===== src/design/hbt_pkg.sv =====
package hbt_pkg;
	// sizes of the block
	localparam int NUM_CH = 8;
	localparam int DATA_CH = 2;
	localparam int ADDR_W = 24;
	localparam int DATA_W = 16;
	localparam int TRACE_DEPTH = 8;
	localparam int TPTR_W = 3;
	localparam int ST_W = 10;
	// register byte offsets
	localparam logic [7:0] OFS_CTRL = 8'h00;
	localparam logic [7:0] OFS_CMD = 8'h04;
	localparam logic [7:0] OFS_STATUS = 8'h08;
	localparam logic [7:0] OFS_MASK = 8'h0c;
	localparam logic [7:0] OFS_SWBP = 8'h10;
	localparam logic [7:0] OFS_TCNT = 8'h14;
	localparam logic [7:0] OFS_TRACE = 8'h20;
	localparam logic [7:0] OFS_CH_BASE = 8'h40;
	localparam logic [7:0] OFS_CH_END = 8'hbf;
	// offsets inside one 16-byte channel slot
	localparam logic [3:0] CH_ADDR = 4'h0;
	localparam logic [3:0] CH_CTRL = 4'h4;
	localparam logic [3:0] CH_DATA = 4'h8;
	// global control fields
	localparam int CTRL_TRACE_EN = 0;
	localparam int CTRL_TRACE_QUAL = 1;
	// command fields
	localparam int CMD_STOP = 0;
	localparam int CMD_ACC = 1;
	// status fields above the per-channel hit bits
	localparam int ST_STOP_REF = 8;
	localparam int ST_ACC_REF = 9;
	// trace count register live flags
	localparam int TCNT_FLASH = 8;
	localparam int TCNT_STEP = 9;
	// channel control fields
	localparam int CHC_EN = 0;
	localparam int CHC_ADDR_EN = 1;
	localparam int CHC_DATA_EN = 2;
	localparam int CHC_SIZE = 3;
	localparam int CHC_DIR_EN = 5;
	localparam int CHC_DIR_WR = 6;
	// access size codes
	localparam logic [1:0] SIZE_WORD = 2'h0;
	localparam logic [1:0] SIZE_UPPER = 2'h1;
	localparam logic [1:0] SIZE_LOWER = 2'h2;
	// reset values
	localparam logic [1:0] RST_CTRL = 2'h0;
	localparam logic [ST_W-1:0] RST_MASK = 10'h000;
	localparam logic [ADDR_W-1:0] RST_SWBP = 24'h000000;
	// one processor bus cycle
	typedef struct packed
	{
		logic valid;
		logic write;
		logic [ADDR_W-1:0] addr;
		logic [DATA_W-1:0] data;
	} hbt_bus_t;
	// one channel's match settings
	typedef struct packed
	{
		logic en;
		logic addr_en;
		logic data_en;
		logic [1:0] size;
		logic dir_en;
		logic dir_wr;
		logic [ADDR_W-1:0] addr;
		logic [DATA_W-1:0] data;
	} hbt_ch_cfg_t;
	localparam hbt_ch_cfg_t RST_CH_CFG = '0;
endpackage


===== src/design/hbt_channel.sv =====
`timescale 1ns/1ps
// compare logic of one break channel, combinational
module hbt_channel #(
	parameter bit HAS_DATA = 1'b0
) (
	input wire hbt_pkg::hbt_ch_cfg_t cfg_i,
	input wire hbt_pkg::hbt_bus_t bus_i,
	output logic match_o
);
	logic addr_ok; // address condition met or not asked
	logic data_ok; // data condition met or not asked
	logic dir_ok; // direction condition met or not asked
	logic any_en; // at least one condition is asked
	logic data_use; // data compare exists and is asked

	// data compare only exists where the channel is built for it
	assign data_use = HAS_DATA && cfg_i.data_en;

	// address equality
	assign addr_ok = !cfg_i.addr_en || (bus_i.addr == cfg_i.addr);

	// data compare over the selected byte lanes
	always_comb
	begin
		data_ok = 1'b1;
		if (data_use)
		begin
			if (cfg_i.size == hbt_pkg::SIZE_UPPER)
				data_ok = bus_i.data[15:8] == cfg_i.data[15:8];
			else if (cfg_i.size == hbt_pkg::SIZE_LOWER)
				data_ok = bus_i.data[7:0] == cfg_i.data[7:0];
			else
				data_ok = bus_i.data == cfg_i.data;
		end
	end

	// read or write cycle only
	assign dir_ok = !cfg_i.dir_en || (bus_i.write == cfg_i.dir_wr);

	// a channel with nothing asked never fires
	assign any_en = cfg_i.addr_en || data_use || cfg_i.dir_en;

	// all asked conditions on the same bus cycle
	assign match_o = cfg_i.en && bus_i.valid && any_en && addr_ok && data_ok && dir_ok;
endmodule


===== src/design/hbt_top.sv =====
`timescale 1ns/1ps
// hardware break channels and branch trace behind an avalon slave
module hbt_top (
	input wire ref_clk_i,
	input wire rst_i,
	// avalon-mm slave
	input wire [7:0] avs_address_i,
	input wire avs_read_i,
	input wire avs_write_i,
	input wire [31:0] avs_writedata_i,
	input wire [3:0] avs_byteenable_i,
	output logic [31:0] avs_readdata_o,
	output logic avs_waitrequest_o,
	// processor bus observation
	input wire bus_valid_i,
	input wire bus_write_i,
	input wire [hbt_pkg::ADDR_W-1:0] bus_addr_i,
	input wire [hbt_pkg::DATA_W-1:0] bus_data_i,
	// processor execution state
	input wire step_active_i,
	input wire swbp_exec_i,
	input wire flash_busy_i,
	// branch trace source
	input wire br_valid_i,
	input wire [hbt_pkg::ADDR_W-1:0] br_src_i,
	// outputs to the core
	output logic brk_req_o,
	output logic stop_req_o,
	output logic dbg_acc_o,
	output logic [hbt_pkg::ADDR_W-1:0] swbp_addr_o,
	output logic irq_o
);
	hbt_pkg::hbt_bus_t bus; // bundled bus cycle
	hbt_pkg::hbt_ch_cfg_t cfg [hbt_pkg::NUM_CH]; // channel settings
	logic [hbt_pkg::NUM_CH-1:0] match; // raw channel matches
	logic [hbt_pkg::NUM_CH-1:0] hit; // matches that raise a break
	logic [1:0] ctrl; // global control
	logic [hbt_pkg::ST_W-1:0] status; // sticky events
	logic [hbt_pkg::ST_W-1:0] mask; // interrupt mask
	logic [hbt_pkg::ST_W-1:0] next_status; // status after this edge
	logic [hbt_pkg::ST_W-1:0] st_set; // events of this cycle
	logic swbp_after; // first bus cycle after a software breakpoint
	logic allow; // channel breaks permitted now
	logic trace_armed; // qualifier channel has fired
	logic trace_on; // trace capture running
	logic [hbt_pkg::ADDR_W-1:0] trace_mem [hbt_pkg::TRACE_DEPTH]; // branch sources
	logic [hbt_pkg::TPTR_W-1:0] wr_ptr; // next trace slot
	logic [hbt_pkg::TPTR_W:0] tcount; // filled trace slots
	logic req; // bus request present
	logic take_wr; // write taken this edge
	logic take_rd; // read taken this edge
	logic [31:0] rd_word; // decoded read value
	logic [31:0] wr_word; // merged write value
	logic [31:0] old_word; // current value under a write
	logic ch_sel; // address falls in channel area
	logic [7:0] ch_off; // offset from channel base
	logic [2:0] ch_idx; // addressed channel
	logic [3:0] ch_sub; // offset inside channel slot
	logic [hbt_pkg::TPTR_W-1:0] tr_idx; // addressed trace entry
	logic [hbt_pkg::TPTR_W-1:0] tr_k; // age of addressed entry

	// bundle the observed bus cycle
	assign bus = '{valid: bus_valid_i, write: bus_write_i, addr: bus_addr_i, data: bus_data_i};

	// avalon handshake terms
	assign req = avs_read_i || avs_write_i;
	assign take_wr = avs_write_i && !avs_waitrequest_o;
	assign take_rd = avs_read_i && !avs_waitrequest_o;

	// channel area decode
	assign ch_sel = (avs_address_i >= hbt_pkg::OFS_CH_BASE) && (avs_address_i <= hbt_pkg::OFS_CH_END);
	assign ch_off = avs_address_i - hbt_pkg::OFS_CH_BASE;
	assign ch_idx = ch_off[6:4];
	assign ch_sub = ch_off[3:0];

	// trace entry decode, entry zero is the newest
	assign tr_k = avs_address_i[4:2];
	assign tr_idx = wr_ptr - 3'h1 - tr_k;

	// merge write data under byte enables
	function automatic logic [31:0] merge(input logic [31:0] old, input logic [31:0] wd,
		input logic [3:0] be);
		logic [31:0] r;
		r = old;
		for (int b = 0; b < 4; b++)
		begin
			if (be[b])
				r[b*8 +: 8] = wd[b*8 +: 8];
		end
		return r;
	endfunction

	// channel control word as software sees it
	function automatic logic [31:0] ctrl_word(input hbt_pkg::hbt_ch_cfg_t c);
		logic [31:0] r;
		r = 32'h00000000;
		r[hbt_pkg::CHC_EN] = c.en;
		r[hbt_pkg::CHC_ADDR_EN] = c.addr_en;
		r[hbt_pkg::CHC_DATA_EN] = c.data_en;
		r[hbt_pkg::CHC_SIZE +: 2] = c.size;
		r[hbt_pkg::CHC_DIR_EN] = c.dir_en;
		r[hbt_pkg::CHC_DIR_WR] = c.dir_wr;
		return r;
	endfunction

	// read decode, unmapped offsets read zero
	always_comb
	begin
		rd_word = 32'h00000000;
		if (avs_address_i == hbt_pkg::OFS_CTRL)
			rd_word[1:0] = ctrl;
		else if (avs_address_i == hbt_pkg::OFS_STATUS)
			rd_word[hbt_pkg::ST_W-1:0] = status;
		else if (avs_address_i == hbt_pkg::OFS_MASK)
			rd_word[hbt_pkg::ST_W-1:0] = mask;
		else if (avs_address_i == hbt_pkg::OFS_SWBP)
			rd_word[hbt_pkg::ADDR_W-1:0] = swbp_addr_o;
		else if (avs_address_i == hbt_pkg::OFS_TCNT)
		begin
			// fill level plus live execution flags
			rd_word[hbt_pkg::TPTR_W:0] = tcount;
			rd_word[hbt_pkg::TCNT_FLASH] = flash_busy_i;
			rd_word[hbt_pkg::TCNT_STEP] = step_active_i;
		end
		else if ((avs_address_i[7:5] == 3'h1) && (avs_address_i[1:0] == 2'h0))
		begin
			// trace window, unfilled entries read zero
			if ({1'b0, tr_k} < tcount)
				rd_word[hbt_pkg::ADDR_W-1:0] = trace_mem[tr_idx];
		end
		else if (ch_sel && (ch_sub == hbt_pkg::CH_ADDR))
			rd_word[hbt_pkg::ADDR_W-1:0] = cfg[ch_idx].addr;
		else if (ch_sel && (ch_sub == hbt_pkg::CH_CTRL))
			rd_word = ctrl_word(cfg[ch_idx]);
		else if (ch_sel && (ch_sub == hbt_pkg::CH_DATA))
			rd_word[hbt_pkg::DATA_W-1:0] = cfg[ch_idx].data;
	end

	// value under a write, for byte merging
	always_comb
	begin
		old_word = 32'h00000000;
		if (avs_address_i == hbt_pkg::OFS_CTRL)
			old_word[1:0] = ctrl;
		else if (avs_address_i == hbt_pkg::OFS_MASK)
			old_word[hbt_pkg::ST_W-1:0] = mask;
		else if (avs_address_i == hbt_pkg::OFS_SWBP)
			old_word[hbt_pkg::ADDR_W-1:0] = swbp_addr_o;
		else if (ch_sel && (ch_sub == hbt_pkg::CH_ADDR))
			old_word[hbt_pkg::ADDR_W-1:0] = cfg[ch_idx].addr;
		else if (ch_sel && (ch_sub == hbt_pkg::CH_CTRL))
			old_word = ctrl_word(cfg[ch_idx]);
		else if (ch_sel && (ch_sub == hbt_pkg::CH_DATA))
			old_word[hbt_pkg::DATA_W-1:0] = cfg[ch_idx].data;
	end
	assign wr_word = merge(old_word, avs_writedata_i, avs_byteenable_i);

	// waitrequest drops for one cycle after each new request
	always_ff @(posedge ref_clk_i)
	begin
		if (rst_i)
			avs_waitrequest_o <= 1'b1;
		else
			avs_waitrequest_o <= !(req && avs_waitrequest_o);
	end

	// read data is latched while waitrequest is still high
	always_ff @(posedge ref_clk_i)
	begin
		if (rst_i)
			avs_readdata_o <= 32'h00000000;
		else if (avs_read_i && avs_waitrequest_o)
			avs_readdata_o <= rd_word;
	end

	// global control and mask registers
	always_ff @(posedge ref_clk_i)
	begin
		if (rst_i)
		begin
			ctrl <= hbt_pkg::RST_CTRL;
			mask <= hbt_pkg::RST_MASK;
		end
		else if (take_wr && (avs_address_i == hbt_pkg::OFS_CTRL))
			ctrl <= wr_word[1:0];
		else if (take_wr && (avs_address_i == hbt_pkg::OFS_MASK))
			mask <= wr_word[hbt_pkg::ST_W-1:0];
	end

	// software breakpoint address, odd values lose bit zero
	always_ff @(posedge ref_clk_i)
	begin
		if (rst_i)
			swbp_addr_o <= hbt_pkg::RST_SWBP;
		else if (take_wr && (avs_address_i == hbt_pkg::OFS_SWBP))
			swbp_addr_o <= {wr_word[hbt_pkg::ADDR_W-1:1], 1'b0};
	end

	// one settings register and one comparator per channel
	for (genvar g = 0; g < hbt_pkg::NUM_CH; g++)
	begin : g_ch
		// channel slot writes
		always_ff @(posedge ref_clk_i)
		begin
			if (rst_i)
				cfg[g] <= hbt_pkg::RST_CH_CFG;
			else if (take_wr && ch_sel && (ch_idx == 3'(g)))
			begin
				if (ch_sub == hbt_pkg::CH_ADDR)
					cfg[g].addr <= wr_word[hbt_pkg::ADDR_W-1:0];
				else if (ch_sub == hbt_pkg::CH_CTRL)
				begin
					cfg[g].en <= wr_word[hbt_pkg::CHC_EN];
					cfg[g].addr_en <= wr_word[hbt_pkg::CHC_ADDR_EN];
					// data enable sticks at zero without a data comparator
					cfg[g].data_en <= (g < hbt_pkg::DATA_CH) && wr_word[hbt_pkg::CHC_DATA_EN];
					cfg[g].size <= wr_word[hbt_pkg::CHC_SIZE +: 2];
					cfg[g].dir_en <= wr_word[hbt_pkg::CHC_DIR_EN];
					cfg[g].dir_wr <= wr_word[hbt_pkg::CHC_DIR_WR];
				end
				else if ((ch_sub == hbt_pkg::CH_DATA) && (g < hbt_pkg::DATA_CH))
					cfg[g].data <= wr_word[hbt_pkg::DATA_W-1:0];
			end
		end

		// comparator for this channel
		hbt_channel #(
			.HAS_DATA(g < hbt_pkg::DATA_CH)
		) u_ch (
			.cfg_i(cfg[g]),
			.bus_i(bus),
			.match_o(match[g])
		);

		// channel one as trace qualifier raises no break
		assign hit[g] = match[g] && allow && !((g == 0) && ctrl[hbt_pkg::CTRL_TRACE_QUAL]);
	end

	// marks the first bus cycle after the breakpoint instruction
	always_ff @(posedge ref_clk_i)
	begin
		if (rst_i)
			swbp_after <= 1'b0;
		else if (swbp_exec_i)
			swbp_after <= 1'b1;
		else if (bus_valid_i)
			swbp_after <= 1'b0;
	end

	// break gating by execution state
	assign allow = !step_active_i && !swbp_exec_i && !swbp_after && !flash_busy_i;

	// break request to the core
	always_ff @(posedge ref_clk_i)
	begin
		if (rst_i)
			brk_req_o <= 1'b0;
		else
			brk_req_o <= |hit;
	end

	// stop and debug access commands, refused during flash routine
	always_ff @(posedge ref_clk_i)
	begin
		if (rst_i)
		begin
			stop_req_o <= 1'b0;
			dbg_acc_o <= 1'b0;
		end
		else
		begin
			stop_req_o <= take_wr && (avs_address_i == hbt_pkg::OFS_CMD)
				&& avs_byteenable_i[0] && avs_writedata_i[hbt_pkg::CMD_STOP] && !flash_busy_i;
			dbg_acc_o <= take_wr && (avs_address_i == hbt_pkg::OFS_CMD)
				&& avs_byteenable_i[0] && avs_writedata_i[hbt_pkg::CMD_ACC] && !flash_busy_i;
		end
	end

	// events of this cycle
	always_comb
	begin
		st_set = '0;
		st_set[hbt_pkg::NUM_CH-1:0] = hit;
		st_set[hbt_pkg::ST_STOP_REF] = take_wr && (avs_address_i == hbt_pkg::OFS_CMD)
			&& avs_byteenable_i[0] && avs_writedata_i[hbt_pkg::CMD_STOP] && flash_busy_i;
		st_set[hbt_pkg::ST_ACC_REF] = take_wr && (avs_address_i == hbt_pkg::OFS_CMD)
			&& avs_byteenable_i[0] && avs_writedata_i[hbt_pkg::CMD_ACC] && flash_busy_i;
	end

	// a read clears only the bits it reported, so an event landing between
	// the latch edge and the taken edge survives; a new event wins over the clear
	always_comb
	begin
		next_status = status;
		if (take_rd && (avs_address_i == hbt_pkg::OFS_STATUS))
			next_status = status & ~avs_readdata_o[hbt_pkg::ST_W-1:0];
		next_status = next_status | st_set;
	end

	// sticky status register
	always_ff @(posedge ref_clk_i)
	begin
		if (rst_i)
			status <= '0;
		else
			status <= next_status;
	end

	// level interrupt from unmasked status
	always_ff @(posedge ref_clk_i)
	begin
		if (rst_i)
			irq_o <= 1'b0;
		else
			irq_o <= |(status & mask);
	end

	// qualifier arms trace on the first channel one match
	always_ff @(posedge ref_clk_i)
	begin
		if (rst_i)
			trace_armed <= 1'b0;
		else if (!ctrl[hbt_pkg::CTRL_TRACE_EN] || !ctrl[hbt_pkg::CTRL_TRACE_QUAL])
			trace_armed <= 1'b0;
		else if (match[0])
			trace_armed <= 1'b1;
	end

	// capture runs free or only once qualified
	assign trace_on = ctrl[hbt_pkg::CTRL_TRACE_EN]
		&& (!ctrl[hbt_pkg::CTRL_TRACE_QUAL] || trace_armed);

	// branch source ring, the oldest entry is overwritten
	always_ff @(posedge ref_clk_i)
	begin
		if (br_valid_i && trace_on)
			trace_mem[wr_ptr] <= br_src_i;
	end

	// ring pointer and fill level
	always_ff @(posedge ref_clk_i)
	begin
		if (rst_i)
		begin
			wr_ptr <= '0;
			tcount <= '0;
		end
		else if (br_valid_i && trace_on)
		begin
			wr_ptr <= wr_ptr + 3'h1;
			if (tcount != 4'(hbt_pkg::TRACE_DEPTH))
				tcount <= tcount + 4'h1;
		end
	end
endmodule


===== config.mk =====
export PLATFORM = sky130hd
export DESIGN_NAME = hbt_top
export DESIGN_NICKNAME = d
export VERILOG_FILES = /design/src/design/hbt_pkg.sv /design/src/design/hbt_channel.sv /design/src/design/hbt_top.sv
export SDC_FILE = /design/constraint.sdc
export NUM_CORES = 1
export LEC_CHECK = 0
export ABC_AREA = 1
export BUFFER_PORTS_ARGS = -buffer_cell sky130_fd_sc_hd__clkbuf_2
export CELL_PAD_IN_SITES_DETAIL_PLACEMENT = 1
export CELL_PAD_IN_SITES_GLOBAL_PLACEMENT = 2
export CORE_UTILIZATION = 42
export CTS_CLUSTER_DIAMETER = 120
export DETAILED_ROUTE_END_ITERATION = 8
export PLACE_DENSITY_LB_ADDON = 0.12
export SETUP_SLACK_MARGIN = 0.1
export SLEW_MARGIN = 0
export SYNTH_ARGS = -nofsm -noshare
export SYNTH_HDL_FRONTEND = slang
export SYNTH_SLANG_ARGS = --single-unit

===== constraint.sdc =====
create_clock -name ref_clk_i -period 10 [get_ports ref_clk_i]
set_input_delay 2.5 -clock ref_clk_i [delete_from_list [all_inputs] [get_ports ref_clk_i]]
set_output_delay 2.5 -clock ref_clk_i [all_outputs]
set_load 0.03 [all_outputs]

# Yosys cells after proc, flatten, opt, wreduce, memory -nomap -nowiden
# Memories as Yosys holds them, arrays and structs flattened.
# Index checks and enable logic that the tools add are counted.
# W data, S select, Z words.
[word_totals]
elab_cells = 444
memories = 2
ram_bits = 568
regBits = 91
[classes]
n_addsub = 5
magnitude_cmp = 3
mux = 174
bitwise = 63
n_eq_ne = 42
reduce_logical = 141
[memory_table]
columns = ["name", "depth", "width", "rd", "rd_ports_with_merged_regs", "wr", "line", "text"]
rows = [
  ["cfg", 8, 47, 9, 0, 8, "hbt_top.sv:34", "hbt_pkg::hbt_ch_cfg_t cfg [hbt_pkg::NUM_CH];"],
  ["trace_mem", 8, 24, 1, 0, 1, "hbt_top.sv:46", "logic [hbt_pkg::ADDR_W-1:0] trace_mem [hbt_pkg::TRACE_DEPTH];"],
]
[op_table]
columns = ["op", "n"]
rows = [
  ["$mux W24", 19],
  ["$mux W16", 14],
  ["$eq A24 B24 Y1", 8],
  ["$mux W1", 112],
  ["$mux W22", 4],
  ["$logic_and A1 B1 Y1", 78],
  ["$or A1 B1 Y1", 58],
  ["$mux W8", 6],
  ["$mux W10", 4],
  ["$eq A16 B16 Y1", 2],
  ["$eq A8 B8 Y1", 4],
  ["$mux W30", 1],
  ["$logic_or A1 B1 Y1", 29],
  ["$logic_not A1 Y1", 24],
  ["$mux W2", 11],
  ["$and A10 B10 Y10", 2],
  ["$eq A8 B4 Y1 const B", 2],
  ["$eq A8 B5 Y1 const B", 2],
  ["$mux W14", 1],
  ["$eq A3 B3 Y1 const B", 4],
  ["$not A10 Y10", 1],
  ["$or A10 B10 Y10", 1],
  ["$reduce_or A10 Y1", 1],
  ["$eq A1 B1 Y1", 8],
  ["other kinds (26)", 32],
]

# Longest topological paths before layout
# Gate-level depths: netlist of the first run.
[depth]
ltp_word = 22
ltp_mapped = 20
depth_no_buf = 17

# Cells and area by module
# A second synthesis of the first run with hierarchy kept.
[unflattened]
hier_cells = 3629
area_unflattened_um2 = 29299.4
[by_module_without_submodules]
columns = ["module", "instances", "seq_area_each_um2", "cells_each", "area_each_um2"]
rows = [
  ["hbt_top", 1, 15655.0, 2477, 24632.4],
  ["hbt_channel (g_ch[2].u_ch ...)", 6, 0.0, 131, 518.0],
  ["hbt_channel (g_ch[0].u_ch ...)", 2, 0.0, 183, 779.5],
]

# Worst setup path before layout of the first run
# Ideal clock, no wire load.
[synth_path]
path_kind = "input to register"
start = "input avs_address_i[6]"
end = "memory cfg[0][19] (netlist name), data pin"
slack_ns = 5.108
arrival_time_ns = 4.626
cell_stages = 18
setup_ns = 0.266
path_buffers = 5
required_time_ns = 9.734
cell_sequence = "buf_2 > inv_1 > buf_2 > buf_2 > ha_1 > inv_1 > nor2_4 > nand3_4 > nor2_4 > buf_4 > nand2_1 > o21ai_0 > inv_1 > nand3_1 > nand2_1 > inv_2 > buf_2 > nor2_1"
[synth_lines]
columns = ["item", "line", "text"]
rows = [
  ["start: declaration", "hbt_top.sv:7", "input wire [7:0] avs_address_i,"],
  ["end: declaration", "hbt_top.sv:34", ""],
]

==> flow_metrics.py, run 1 <==
metrics = {
    "logic_synthesis": {
        "synth_cells": 3050,
        "netlist.top_cell.by_area": "edfxtp_1",
        "synth_seq_area_share": 0.562,
        "syn_area_um2": 27900,
        "synth.distinct_cells": 58,
        "synth.avg_cell_area_um2": 9.13,
        "synth_top_cell_area_share": 0.502,
        "synth_edf_count": 466,
        "yosys.area_share.adder": 0.00386,
        "synth-simple-area-share": 0.220,
        "yosys-top-cells-area": "edfxtp_1, nand2_1, nor2_1, dfxtp_1, xnor2_1",
        "synth_warnings": 0,
        "async_flop_share": 0,
        "yosys.area_share.xor_xnor": 0.0629,
        "ys.flop_type": "edfxtp_1",
        "synth-seq-cells": 549,
        "synth_compound_area_frac": 0.0902,
        "synth_top_family_by_area": "simple AND/OR/NAND/NOR gates",
        "synth_mux_area_frac": 0,
    },
    "grt": {
        "grt_max_degree": 61,
        "grt_pass1_vias": 23300,
        "antenna_found_initial": 0,
        "grt.total_usage": 0.313,
        "grt_overflow": 0,
        "grt_pass1_wl_um": 154000,
    },
    "setup_path": {
        "required_ns": 10.34,
        "worstSetupEndpointType": "flip-flop",
        "crit_arrival_ns": 6.23,
        "r2r-start": "wr_ptr[0]",
        "cp-start-kind": "input pin",
        "crit_type": "in2reg",
        "rrSetupSlack_ns": 5.98,
        "reg2reg_depth": 14,
        "r2r_end": "avs_readdata_o[7]",
        "critPathMaxFanout": 27,
    },
    "clock_network": {
        "post_cts_buffers": 0,
        "cts_resized": 0,
        "clock_path_buffers": 3,
        "ctsHoldBuffers": 0,
        "h-tree-depth": 2,
        "clkLatencyLatePin_ns": 0.65,
        "cts_buffers": 60,
        "clk_pin_slew_worst_paths_ns": 0.06,
        "clockRootBuffer": "clkbuf_16",
        "cts_tree": "yes",
        "cts_num_sinks": 549,
    },
    "sta": {
        "rsz0062_at_grt": "false",
        "drv_slew": 0,
        "hold_viol": 0,
        "min_period_ns": 5.89,
        "setup_viol": 0,
        "clock_skew_ns": 0.0345,
        "fin_tns_setup_ns": 0,
        "finalCritPeriodShare": 0.589,
        "worst_hold_slack_ns": 0.466,
        "worstMarginPinSlew_ns": 1.28,
        "clock.fmax_ghz": 0.170,
        "relSlewSlack": 0.145,
    },
    "route": {
        "drc": 0,
        "ant_nets": 0,
        "drt_first_iter_violations": 1949,
        "dr.pass1.iters": 5,
        "vias_per_cell": 5.67,
        "wl_per_cell_um": 26.1,
        "routed_wl_um": 106000,
        "vias": 23000,
    },
    "cells_and_area": {
        "areaGrowthSynthToFinish_pct": 12.4,
        "instances_no_fill": 4049,
        "final_cell_mix": "nand2_1, nor2_1, edfxtp_1",
        "drive_above_1_share": 0.122,
        "fin_nets": 3259,
        "n_antenna_cell": 0,
        "final_common_cell": "nand2_1",
        "final_area_um2": 31300,
    },
    "power_and_ir_drop": {
        "powerDensity_nw_per_um2": 170,
        "ir_drop_mv": 0.161,
        "power.leakage_nw": 11.8,
    },
    "status": {
        "status": "completed",
    },
    "floorplanning": {
        "dieArea_um2": 67400,
        "initial_core_util": 0.424,
        "die_h_um": 260,
        "die_w_um": 260,
        "core_um2": 65700,
        "row_count": 94,
        "io_pins": 179,
    },
    "min_path": {
        "hold_path.class": "reg2reg",
        "worstHoldEndpoint": "trace_armed",
        "hp-start": "trace_armed",
        "hold_depth": 2,
    },
    "placement": {
        "portBuffers": 160,
        "dp_hpwl_um": 71900,
        "place_area_um2": 29300,
        "gp_congestion": 0.889,
        "dp.cells": 3935,
    },
    "job": {
        "max_cap_violations": 0,
    },
}
stage by stage:
stage | total power, mW | setup slack [ns] | util
5_1_grt | 5.44 | 3.96 | 0.476
3_5_place_dp | 3.07 | 3.48 | 0.446
6_report | 5.31 | 4.11 | 0.476
4_1_cts | 5.33 | 4.15 | 0.476
3_3_place_gp | 3.06 | 3.54 | 0.446
2_1_floorplan | 2.88 | 5.11 | -
where the power goes:
part,switching (mW),leakage [nW],internal (mW),total [mW]
Combinational,0.343,5.58,0.133,0.476
Clock,0.983,0.988,1.31,2.29
Sequential,0.0314,5.22,2.52,2.55
kinds of logic (layout without fill, tap and decap cells):
group,after synthesis,in the layout
buf+inv,410,537
xor+xnor,200,200
flops,549,549
other cells,1,9
compound gates,426,426
fa+ha+maj,8,8
simple gates,1456,1456
synth_stat cells (8+ instances only):
library cell	instances
o21ai_0	134
inv_2	13
edfxtp_1	466
nand3b_1	10
nand4_1	53
a21oi_1	147
nand3_1	194
buf_4	16
o2111ai_1	8
o22ai_1	22
nand2_1	589
clkbuf_1	97
dfxtp_1	83
o221ai_1	14
nor2_1	536
o211ai_1	30
a22oi_1	23
xnor2_1	172
xor2_1	28
buf_2	65
buf_1	9
or2_2	23
nor3_1	20
inv_1	204
critical path: stages:
cell,delay (ns)
clkbuf_2,0.39
inv_4,0.57
nand2_4,0.43
nor2_4,0.31
nand3_4,0.12
nor2_4,0.48
inv_2,0.17
o21ai_0,0.38
a21oi_1,0.08
a21boi_1,0.36
buf_4,0.29
nor2_1,0.06
final cells by class:
class / instances / area (µm²)
flip-flops and latches: 549 / 15700
clock inverters: 39 / 395
repair buffers: 201 / 1110
multi-input cells: 2099 / 10600
well taps: 864 / 1080
clock buffers: 75 / 1620
fillers: 7501 / 34400
inverters: 222 / 840
sequential cells by signal, summed over array words and instances (netlist names):
| name | cells |
|---|---|
| cfg | 274 |
| trace_mem | 192 |
| avs_readdata_o | 24 |
| swbp_addr_o | 23 |
| mask | 10 |
| status | 10 |
| tcount | 4 |
| wr_ptr | 3 |
| ctrl | 2 |
| avs_waitrequest_o | 1 |
| brk_req_o | 1 |
| dbg_acc_o | 1 |
| irq_o | 1 |
| stop_req_o | 1 |
| swbp_after | 1 |
| trace_armed | 1 |
metal layers:
layer | share of wire | routed length (µm) | vias to the layer above | global-route usage
met5 | 0 | 0 | - | 0
met4 | 0.033 | 3480 | 0 | 0.105
met3 | 0.056 | 5910 | 156 | 0.0311
met2 | 0.47 | 49800 | 732 | 0.515
met1 | 0.44 | 46400 | 11700 | 0.431
li1 | - | - | 10400 | -
worst max-delay path by stage:
stage	slack, ns	startpoint	depth (start not counted)	to
2_1_floorplan	5.11	avs_address_i[6]	18	cfg[0][19]
3_3_place_gp	3.54	avs_address_i[4]	12	swbp_addr_o[14]
3_5_place_dp	3.48	avs_address_i[4]	10	cfg[0][14]
4_1_cts	4.15	avs_address_i[4]	10	cfg[0][14]
5_1_grt	3.96	avs_address_i[4]	12	cfg[2][24]
6_report	4.11	avs_address_i[4]	12	cfg[6][24]
Note: power is estimated with default switching activity, not from simulation.
==> run 2: changes to the inputs <==
--- a/config.mk
+++ b/config.mk
@@ -9,7 +9,7 @@
 export BUFFER_PORTS_ARGS = -buffer_cell sky130_fd_sc_hd__clkbuf_2
 export CELL_PAD_IN_SITES_DETAIL_PLACEMENT = 1
 export CELL_PAD_IN_SITES_GLOBAL_PLACEMENT = 2
-export CORE_UTILIZATION = 42
+export CORE_UTILIZATION = 35
 export CTS_CLUSTER_DIAMETER = 120
 export DETAILED_ROUTE_END_ITERATION = 8
 export PLACE_DENSITY_LB_ADDON = 0.12
==> constraint.sdc (replaced) <==
create_clock -name ref_clk_i -period 5.1 [get_ports ref_clk_i]
set_input_delay 1.275 -clock ref_clk_i [delete_from_list [all_inputs] [get_ports ref_clk_i]]
set_output_delay 1.275 -clock ref_clk_i [all_outputs]
set_load 0.03 [all_outputs]
==> flow_metrics.py, run 2 (synthesis results as in run 1) <==
metrics = {
    "status": {
        "status": "completed",
    },
    "clock_network": {
        "cts_num_sinks": 549,
        "clk_pin_slew_worst_paths_ns": 0.06,
        "ctsHoldBuffers": 0,
        "clock_path_buffers": 3,
        "cts_resized": 0,
        "h-tree-depth": 3,
        "clkLatencyLatePin_ns": 0.63,
        "post_cts_buffers": 0,
        "cts_tree": "yes",
        "cts_buffers": 68,
        "clockRootBuffer": "clkbuf_16",
    },
    "power_and_ir_drop": {
        "p_switching_mw": 2.77,
        "power.share.clock": 0.454,
        "sequentialPowerShare": 0.458,
        "ir_drop_mv": 0.234,
        "power.leakage_nw": 12.1,
        "p_int_mw": 8.16,
        "combPwrFrac": 0.088,
        "total_power_mw": 10.9,
        "powerDensity_nw_per_um2": 340,
        "p_sw_frac": 0.253,
    },
    "grt": {
        "grt_pass1_wl_um": 161000,
        "antenna_found_initial": 6,
        "grt_overflow": 0,
        "grt.total_usage": 0.274,
        "grt_max_degree": 97,
        "grt_pass1_vias": 23500,
    },
    "floorplanning": {
        "core_um2": 78900,
        "initial_core_util": 0.353,
        "row_count": 103,
        "die_h_um": 284,
        "die_w_um": 284,
        "dieArea_um2": 80700,
        "io_pins": 179,
    },
    "route": {
        "dr.pass1.iters": 5,
        "routed_wl_um": 111000,
        "vias_per_cell": 5.32,
        "wl_per_cell_um": 25.8,
        "drt_first_iter_violations": 1929,
        "drc": 0,
        "vias": 22800,
        "ant_nets": 0,
    },
    "sta": {
        "worst_hold_slack_ns": 0.465,
        "clock.fmax_ghz": 0.256,
        "drv_slew": 0,
        "hold_viol": 0,
        "setup_viol": 0,
        "finalCritPeriodShare": 0.765,
        "worstMarginPinSlew_ns": 1.11,
        "fin_tns_setup_ns": 0,
        "clock_skew_ns": 0.0240,
        "relSlewSlack": 0.257,
        "rsz0062_at_grt": "false",
        "min_period_ns": 3.90,
    },
    "setup_path": {
        "rrSetupSlack_ns": 2.03,
        "crit_arrival_ns": 4.35,
        "cp_slowest_cell": "nand2_2",
        "cp-start-kind": "input pin",
        "path_cells": "clkbuf_2 -> buf_4 -> nand2_2 -> buf_4 -> o22ai_1 -> o31ai_1 -> o21ai_1 -> nand2_1 -> nand3_1 -> a21oi_1",
        "path_common_cell": "buf_4",
        "slowest_delay_ns": 0.57,
        "crit_type": "in2reg",
        "worstSetupEndpointType": "flip-flop",
        "required_ns": 5.55,
        "critPathMaxFanout": 22,
    },
    "cells_and_area": {
        "areaGrowthSynthToFinish_pct": 15.3,
        "fin_util": 0.407,
        "final_cell_mix": "nand2_1, nor2_1, edfxtp_1",
        "largest-register": "cfg",
        "drive_above_1_share": 0.129,
        "largest_reg_flops": 274,
        "instances_no_fill": 4285,
        "top_regs": "cfg x274, trace_mem x192, avs_readdata_o x24",
        "fin_nets": 3304,
        "fillers": 9062,
        "final_common_cell": "nand2_1",
    },
    "placement": {
        "portBuffers": 160,
        "dp.cells": 4158,
        "gp_congestion": 0.897,
        "dp_hpwl_um": 78200,
    },
    "min_path": {
        "hold_path.class": "reg2reg",
    },
    "job": {
        "max_cap_violations": 0,
    },
}
==> run 2: changes by cell type in the layout (fill, tap and decap cells not counted), sizes merged <==
cell and change:
clkbuf +20, inv +5, clkinv -13, buf +37, bufinv +1, clkinvlp -4
diode +4
==> run 2: critical path: cells and delay by family <==
kind | cells | cell delay [ns]
compound gates | 4 | 1.00
buf+inv | 3 | 0.87
simple gates | 3 | 1.13
==> run 2: layout make-up <==
cell class	instances	area, µm²	area share
clock buffers	95	1870	0.0583
repair buffers	238	1460	0.0455
flip-flops and latches	549	15700	0.487
well taps	1050	1310	0.0409
diodes	4	10.0	0.000312
inverters	222	838	0.0261
clock inverters	28	384	0.0120
multi-input cells	2099	10600	0.329
==> run 2: final timing paths <==
check / from / end / cells past startpoint
worst max-delay path: avs_address_i[4] / cfg[7][31] / 10
worst min-delay path: trace_armed / trace_armed / 2
worst max register to register: wr_ptr[0] / avs_readdata_o[13] / 11
worst min register to register: trace_armed / trace_armed / 2
==> run 2: power groups by stage <==
stage | clock [mW] | sequential [mW] | combinational (mW)
finish | 4.97 | 5.00 | 0.963
global route | 5.22 | 5.01 | 1.04
CTS | 5.06 | 5.00 | 0.965
detailed placement | 0 | 5.10 | 0.961
global placement | 0 | 5.09 | 0.946
floorplan | 0 | 5.09 | 0.564
==> run 2: per-layer routing <==
layer	up-vias	GRT usage	wire length [µm]
met2	642	0.446	52300
met4	0	0.110	3770
met1	11500	0.366	48800
met3	155	0.0400	5830
met5	-	0	0
li1	10500	-	-
==> run 2: through the flow <==
step,cell area [µm²],setup WS (ns)
finish,32100,1.20
global route,32100,1.02
CTS,32100,1.16
detailed placement,29800,0.564
global placement,29800,0.605
floorplan,27900,1.43
